==> src/pkg/dmrs_regs.svh <==
// Register offsets, field positions and reset values of the
// request/mask/status block. Assumes an 8-bit I/O address space.
`ifndef DMRS_REGS_SVH
`define DMRS_REGS_SVH

// ==========================================================
// Offsets
`define DMRS_OFF_STAT1 8'h08
`define DMRS_OFF_REQ1  8'h09
`define DMRS_OFF_SMSK1 8'h0A
`define DMRS_OFF_AMSK1 8'h0F
`define DMRS_OFF_STAT2 8'hD0
`define DMRS_OFF_REQ2  8'hD2
`define DMRS_OFF_SMSK2 8'hD4
`define DMRS_OFF_AMSK2 8'hDE
`define DMRS_OFF_IST   8'h40
`define DMRS_OFF_IMSK  8'h41

// ==========================================================
// Fields
`define DMRS_SEL_MSB   1
`define DMRS_SEL_LSB   0
`define DMRS_SET_BIT   2

// ==========================================================
// Reset values
`define DMRS_MASK_RST  8'hFF
`define DMRS_TCS_RST   8'h00
`define DMRS_SWR_RST   8'h00
`define DMRS_IST_RST   8'h00
`define DMRS_IMSK_RST  8'h00
`define DMRS_RD_IDLE   8'h00

`endif

==> src/pkg/dmrs_pkg.sv <==
// Types shared by the request/mask/status block.
// Assumes nothing of its surroundings.
package dmrs_pkg;
	typedef logic [7:0] dmrs_byte_t;
	typedef logic [3:0] dmrs_nib_t;
	typedef logic [1:0] dmrs_sel_t;
endpackage : dmrs_pkg

==> src/hw/dmrs_top.sv <==
// Request, mask and terminal-count status logic for two cascaded
// four-channel DMA controllers, first_controller on channels 0-3
// and second_controller on channels 4-7.
// Assumes tc, autoinit and block-timeout inputs come from the same
// clock; request pins are asynchronous and are synchronised here.
//
// Summary of operation
// - Request write sets selected software request when bit 2 is 1, else clears.
// - Software request acts like a hardware request, unmaskable, still arbitrated.
// - Terminal count on a channel clears its software request bit.
// - Reset or master clear clears all software requests; bus reset drive does not.
// - Data bits 1:0 select channel 0-3 or 4-7 for request and mask writes.
// - Single-mask write bit 2 sets or clears the selected channel mask.
// - Terminal count sets the channel mask unless autoinitialization is on.
// - Reset or master clear sets all mask bits, blocking hardware requests.
// - Channel 4 mask also blocks requests on channels 0 to 3.
// - All-mask write loads four mask bits from data bits 3:0.
// - All-mask read returns current four mask bits on bits 3:0.
// - Terminal count sets that channel's status flag in bits 3:0.
// - Terminal-count flags clear on reset and on each read of their own controller's status.
// - Status bits 7:4 show live pending requests of channels 0-3 or 4-7.
// - Channel 4 is cascade only; its status bits may read any value.
// - All-mask write setting channel 4 mask blocks first controller requests.
`include "dmrs_regs.svh"

module dmrs_top (
	input  wire logic             clk_sys_in,
	input  wire logic             rst_b_in,
	input  wire logic             clk_en_in,
	input  wire logic [7:0]       addr_in,
	input  wire logic [7:0]       wdata_in,
	input  wire logic             wr_in,
	input  wire logic             rd_in,
	output logic      [7:0]       rdata_out,
	input  wire logic             master_clear_in,
	input  wire logic [7:0]       dreq_in,
	input  wire logic [7:0]       blk_timeout_in,
	input  wire logic [7:0]       tc_in,
	input  wire logic [7:0]       autoinit_in,
	output logic      [7:0]       req_out,
	output logic                  irq_out
);

	// ==========================================================
	// Helpers

	// One-hot of a channel select field
	function automatic dmrs_pkg::dmrs_nib_t dmrs_onehot(
		input dmrs_pkg::dmrs_sel_t sel
	);
		dmrs_onehot = 4'h1 << sel;
	endfunction : dmrs_onehot

	// Set or clear one selected bit of a controller's nibble
	function automatic dmrs_pkg::dmrs_nib_t dmrs_upd(
		input dmrs_pkg::dmrs_nib_t cur,
		input dmrs_pkg::dmrs_byte_t wd
	);
		dmrs_pkg::dmrs_nib_t oh;
		oh = dmrs_onehot(wd[`DMRS_SEL_MSB:`DMRS_SEL_LSB]);
		dmrs_upd = wd[`DMRS_SET_BIT] ? (cur | oh) : (cur & ~oh);
	endfunction : dmrs_upd

	// ==========================================================
	// Request pin synchroniser

	logic [7:0] dreq_meta_q;
	logic [7:0] dreq_meta_d;
	logic [7:0] dreq_sync_q;
	logic [7:0] dreq_sync_d;

	// First stage feeds only the second stage
	always_comb begin
		dreq_meta_d = dreq_in;
		dreq_sync_d = dreq_meta_q;
	end

	always_ff @(posedge clk_sys_in) begin
		if (!rst_b_in) begin
			dreq_meta_q <= 8'h00;
			dreq_sync_q <= 8'h00;
		end else if (clk_en_in) begin
			dreq_meta_q <= dreq_meta_d;
			dreq_sync_q <= dreq_sync_d;
		end
	end

	// ==========================================================
	// Access decode

	logic wr_req1;
	logic wr_req2;
	logic wr_smsk1;
	logic wr_smsk2;
	logic wr_amsk1;
	logic wr_amsk2;
	logic wr_ist;
	logic wr_imsk;
	logic rd_stat1;
	logic rd_stat2;
	logic rd_acc;

	// Strobes only count while the clock enable is high
	assign wr_req1  = clk_en_in & wr_in & (addr_in == `DMRS_OFF_REQ1);
	assign wr_req2  = clk_en_in & wr_in & (addr_in == `DMRS_OFF_REQ2);
	assign wr_smsk1 = clk_en_in & wr_in & (addr_in == `DMRS_OFF_SMSK1);
	assign wr_smsk2 = clk_en_in & wr_in & (addr_in == `DMRS_OFF_SMSK2);
	assign wr_amsk1 = clk_en_in & wr_in & (addr_in == `DMRS_OFF_AMSK1);
	assign wr_amsk2 = clk_en_in & wr_in & (addr_in == `DMRS_OFF_AMSK2);
	assign wr_ist   = clk_en_in & wr_in & (addr_in == `DMRS_OFF_IST);
	assign wr_imsk  = clk_en_in & wr_in & (addr_in == `DMRS_OFF_IMSK);
	assign rd_acc   = clk_en_in & rd_in;
	assign rd_stat1 = rd_acc & (addr_in == `DMRS_OFF_STAT1);
	assign rd_stat2 = rd_acc & (addr_in == `DMRS_OFF_STAT2);

	// ==========================================================
	// Software requests

	logic [7:0] swr_q;
	logic [7:0] swr_d;

	// Write beats a same-cycle terminal count; bus reset drive is
	// not an input here, so it cannot disturb these bits
	always_comb begin
		swr_d = swr_q & ~tc_in;
		if (wr_req1) begin
			swr_d[3:0] = dmrs_upd(swr_q[3:0], wdata_in);
		end
		if (wr_req2) begin
			swr_d[7:4] = dmrs_upd(swr_q[7:4], wdata_in);
		end
		if (master_clear_in) begin
			swr_d = `DMRS_SWR_RST;
		end
	end

	always_ff @(posedge clk_sys_in) begin
		if (!rst_b_in) begin
			swr_q <= `DMRS_SWR_RST;
		end else if (clk_en_in) begin
			swr_q <= swr_d;
		end
	end

	// ==========================================================
	// Mask bits

	logic [7:0] mask_q;
	logic [7:0] mask_d;
	logic [7:0] tc_mask_set;

	assign tc_mask_set = tc_in & ~autoinit_in;

	// Hardware set from terminal count wins over a software clear
	always_comb begin
		mask_d = mask_q;
		if (wr_smsk1) begin
			mask_d[3:0] = dmrs_upd(mask_q[3:0], wdata_in);
		end
		if (wr_smsk2) begin
			mask_d[7:4] = dmrs_upd(mask_q[7:4], wdata_in);
		end
		if (wr_amsk1) begin
			mask_d[3:0] = wdata_in[3:0];
		end
		if (wr_amsk2) begin
			mask_d[7:4] = wdata_in[3:0];
		end
		mask_d = mask_d | tc_mask_set;
		if (master_clear_in) begin
			mask_d = `DMRS_MASK_RST;
		end
	end

	always_ff @(posedge clk_sys_in) begin
		if (!rst_b_in) begin
			mask_q <= `DMRS_MASK_RST;
		end else if (clk_en_in) begin
			mask_q <= mask_d;
		end
	end

	// ==========================================================
	// Request gating toward arbitration

	logic [7:0] hw_req;
	logic [7:0] eff_mask;
	logic [7:0] pend;

	// Channel 4 mask covers the whole first controller
	assign eff_mask = {mask_q[7:4], mask_q[3:0] | {4{mask_q[4]}}};
	assign hw_req   = dreq_sync_q | blk_timeout_in;
	assign pend     = hw_req | swr_q;

	// Channel 4 carries no pins; it mirrors the cascaded group, and a
	// software request on it must still reach arbitration unmasked
	always_comb begin
		req_out    = (hw_req & ~eff_mask) | swr_q;
		req_out[4] = (|req_out[3:0]) | swr_q[4];
	end

	// ==========================================================
	// Terminal-count status flags

	logic [7:0] tcs_q;
	logic [7:0] tcs_d;

	// A terminal count landing on the read cycle survives the clear
	always_comb begin
		tcs_d = tcs_q;
		if (rd_stat1) begin
			tcs_d[3:0] = 4'h0;
		end
		if (rd_stat2) begin
			tcs_d[7:4] = 4'h0;
		end
		tcs_d = tcs_d | tc_in;
	end

	always_ff @(posedge clk_sys_in) begin
		if (!rst_b_in) begin
			tcs_q <= `DMRS_TCS_RST;
		end else if (clk_en_in) begin
			tcs_q <= tcs_d;
		end
	end

	// ==========================================================
	// Interrupt status and mask

	logic [7:0] ist_q;
	logic [7:0] ist_d;
	logic [7:0] imsk_q;
	logic [7:0] imsk_d;

	// Write one to clear; a new terminal count wins
	always_comb begin
		ist_d  = ist_q;
		imsk_d = imsk_q;
		if (wr_ist) begin
			ist_d = ist_q & ~wdata_in;
		end
		ist_d = ist_d | tc_in;
		if (wr_imsk) begin
			imsk_d = wdata_in;
		end
	end

	always_ff @(posedge clk_sys_in) begin
		if (!rst_b_in) begin
			ist_q  <= `DMRS_IST_RST;
			imsk_q <= `DMRS_IMSK_RST;
		end else if (clk_en_in) begin
			ist_q  <= ist_d;
			imsk_q <= imsk_d;
		end
	end

	assign irq_out = |(ist_q & imsk_q);

	// ==========================================================
	// Read data

	logic [7:0] rdata_q;
	logic [7:0] rdata_d;

	// Data stand only in the cycle after the strobe
	always_comb begin
		rdata_d = `DMRS_RD_IDLE;
		if (rd_acc) begin
			unique case (addr_in)
				`DMRS_OFF_STAT1: rdata_d = {pend[3:0], tcs_q[3:0]};
				`DMRS_OFF_STAT2: rdata_d = {pend[7:4], tcs_q[7:4]};
				`DMRS_OFF_AMSK1: rdata_d = {4'h0, mask_q[3:0]};
				`DMRS_OFF_AMSK2: rdata_d = {4'h0, mask_q[7:4]};
				`DMRS_OFF_IST:   rdata_d = ist_q;
				`DMRS_OFF_IMSK:  rdata_d = imsk_q;
				default:         rdata_d = `DMRS_RD_IDLE;
			endcase
		end
	end

	always_ff @(posedge clk_sys_in) begin
		if (!rst_b_in) begin
			rdata_q <= `DMRS_RD_IDLE;
		end else if (clk_en_in) begin
			rdata_q <= rdata_d;
		end
	end

	assign rdata_out = rdata_q;

	logic quiet;
	assign quiet = clk_en_in & ~master_clear_in;
endmodule : dmrs_top

==> config.mk <==
export PLATFORM = sky130hd
export DESIGN_NAME = dmrs_top
export DESIGN_NICKNAME = d
export VERILOG_FILES = /design/src/pkg/dmrs_pkg.sv /design/src/hw/dmrs_top.sv
export VERILOG_INCLUDE_DIRS = /design/src /design/src/pkg
export SDC_FILE = /design/constraint.sdc
export NUM_CORES = 1
export LEC_CHECK = 0
export ABC_AREA = 0
export BUFFER_PORTS_ARGS = -buffer_cell sky130_fd_sc_hd__buf_4
export CAP_MARGIN = 40
export CORE_MARGIN = 2
export CORE_UTILIZATION = 30
export CTS_BUF_LIST = sky130_fd_sc_hd__clkbuf_2
export DETAILED_ROUTE_END_ITERATION = 8
export HOLD_SLACK_MARGIN = 0.05
export SYNTH_ARGS = -nofsm -noshare
export SYNTH_HDL_FRONTEND = slang
export SYNTH_SLANG_ARGS = --single-unit
==> constraint.sdc <==
create_clock -name clk_sys_in -period 7 [get_ports clk_sys_in]
set_clock_uncertainty 0.15 [all_clocks]
set_input_delay 1.4 -clock clk_sys_in [delete_from_list [all_inputs] [get_ports clk_sys_in]]
set_output_delay 1.4 -clock clk_sys_in [all_outputs]
set_load 0.02 [all_outputs]
==> flow_summary.json <==
{
  "grt_max_degree": 58,
  "cts_tree": "done",
  "p_switching_uw": 210,
  "dp_hpwl_um": 8560,
  "start_kind": "input pin",
  "drt_iter0_markers": 218,
  "leakage_uw": 0.00170,
  "crit_fanout": 2,
  "viasPerCell": 5.58,
  "r2r-end": "rdata_out[4]$_SDFFE_PN0P_",
  "grt_usage_pct": 18.0,
  "final_hold_viol_count": 0,
  "post-route-period-util_pct": 60.5,
  "hold_class": "flop to flop",
  "power_frac_comb_pct": 12.9,
  "total_power_uw": 785,
  "p_int_uw": 575,
  "rrSetupSlack_ns": 5.61,
  "status": "finished, final reports clean",
  "cts_made_buffers": 9,
  "gp_congestion": 0.913,
  "switching_share_pct": 26.8,
  "crit_path_end": "req_out[4]",
  "antenna_cells": 0,
  "power_density_mw_per_mm2": 181,
  "syn_area_mm2": 0.00360,
  "clock_power_share_pct": 38.4,
  "synth_edf_count": 0,
  "area_delta_synth_final_pct": 20.6,
  "syn_inst": 438,
  "final_cell_mix": "buf_4 (70), dfxtp_1 (64), nand2_1 (50)",
  "grt_pass1_wl_um": 18000,
  "synthFlopType": "dfxtp_1",
  "drive_above_1_share_pct": 20.4,
  "finalSetupViolations": 0,
  "antenna_found_initial": 0,
  "clock_latency_ns": 0.51,
  "rsz0062_at_grt": "false",
  "r2r_start": "dreq_sync_q[4]$_SDFFE_PN0P_",
  "ir_drop_mv": 0.109,
  "drv_slew": 0,
  "fp.dieH_um": 114,
  "ys_types": 57,
  "grt_pass1_vias": 3356,
  "hold_ws_ns": 0.321,
  "cp.required_ns": 5.45,
  "totalWireLength_um": 11500,
  "max_freq_ghz": 0.236,
  "slew_headroom_pct": 40.9,
  "die_area_mm2": 0.0129,
  "async_flop_share_pct": 0,
  "dr.pass1.iters": 5,
  "tightest_slew_ns": 0.878,
  "cts_max_level": 3,
  "dieWidth_um": 114,
  "cp-end-kind": "output port",
  "postSynthAreaPerCell_um2": 8.22,
  "layout_commonest_cell": "buf_4",
  "core-area_mm2": 0.0119,
  "post-route-drc-count": 0,
  "via_count": 3558,
  "final_antenna_net_count": 0,
  "cts_root_buffer": "clkbuf_2",
  "synth-seq-area-share_pct": 35.6,
  "rows": 40,
  "ff2ff_path_depth": 4,
  "whs_path_depth": 2,
  "cts_hold_buf": 0,
  "syn_nets": 492,
  "cts_setup_buffers": 0,
  "grt_overflow": 0,
  "io_buffers": 70,
  "fillers": 1208,
  "drv_cap": 0,
  "synth_warnings": 0,
  "clock_path_buffers": 2,
  "cts.sinks": 64,
  "ys_ff_latch": 64,
  "nNetsFinal": 540,
  "clkTransAtPathRegs_ns": 0.17,
  "cp.arrival_ns": 2.69,
  "p_seq_share_pct": 48.7,
  "cp-startpoint": "blk_timeout_in[0]",
  "crit_type": "input pin to output port",
  "finalSetupTns_ns": 0,
  "period_minus_slack_ns": 4.24,
  "cts_resized": 0,
  "ios": 71,
  "start_util_pct": 30.3,
  "wire_per_inst_um": 18.1
}
-- state kept, by name, indices dropped and copies added (netlist names) --
signal and cells:
imsk_q 8, rdata_out 8, swr_q 8, dreq_sync_q 8
ist_q 8, tcs_q 8, mask_q 8, dreq_meta_q 8
-- metrics by stage --
step | setup slack (ns) | util (%) | instance area, µm² | std cells
6_report | 2.76 | 36.6 | 4340 | 638
5_1_grt | 2.71 | 36.6 | 4340 | 638
4_1_cts | 2.76 | 36.6 | 4340 | 638
3_3_place_gp | 2.77 | 35.2 | 4180 | 622
3_5_place_dp | 2.76 | 35.2 | 4180 | 622
2_1_floorplan | 2.97 | - | 3600 | 438
-- critical path, cell delays in order --
cell and delay, ns:
buf_4 0.11, nor2_1 0.16, o31ai_1 0.11, nor2_1 0.13
or4b_2 0.60, buf_4 0.18
-- cell usage after synthesis (all sizes together) (6+ instances only) --
cell	instances	area share, %
inv	15	1.6
a21oi	7	0.97
nor3	18	2.5
and3	7	1.2
o21ai	16	2.2
dfxtp	64	36
mux2i	27	7.5
a21boi	21	4.4
nand2	50	5.2
clkbuf	28	2.9
nand3	11	1.5
nor4	8	1.6
o21a	7	1.5
nor2b	30	5.2
o31ai	6	1.3
nor2	24	2.5
nand4	6	1.0
-- worst min-delay path by stage --
stage                          startpoint                     to  slack [ns]
floorplan           tcs_q[4]$_SDFFE_PN0P_  tcs_q[4]$_SDFFE_PN0P_        0.28
global placement    tcs_q[7]$_SDFFE_PN0P_  tcs_q[7]$_SDFFE_PN0P_        0.29
detailed placement  tcs_q[4]$_SDFFE_PN0P_  tcs_q[4]$_SDFFE_PN0P_        0.30
CTS                 tcs_q[4]$_SDFFE_PN0P_  tcs_q[4]$_SDFFE_PN0P_        0.32
global route        tcs_q[7]$_SDFFE_PN0P_  tcs_q[7]$_SDFFE_PN0P_        0.34
finish              tcs_q[4]$_SDFFE_PN0P_  tcs_q[4]$_SDFFE_PN0P_        0.32
-- cell type report --
type	instances	area, µm²	share of cell area [%]
well taps	147	184	4.24
inverters	15	56.3	1.30
multi-input cells	326	2130	49.0
flip-flops and latches	64	1280	29.5
repair buffers	70	526	12.1
clock buffers	9	45.0	1.04
clock inverters	7	120	2.77
-- logic make-up after synthesis --
family,synth area share [%]
simple gates,27.1
compound gates,23.3
flops,35.6
buf+inv,5.25
mux,8.76
-- power groups by stage --
stage	Clock, µW	Sequential, µW	Combinational, µW
finish	302	382	101
global route	326	384	110
CTS	307	382	101
detailed placement	0	390	101
global placement	0	389	99.4
floorplan	0	387	58.1
-- per-layer routing --
metal / track usage [%] / share of wire [%]
met2: 29.2 / 46
met4: 6.50 / 2.7
met1: 22.7 / 43
met3: 5.58 / 8.6
met5: 0 / 0
(Power assumes the default switching activity.)
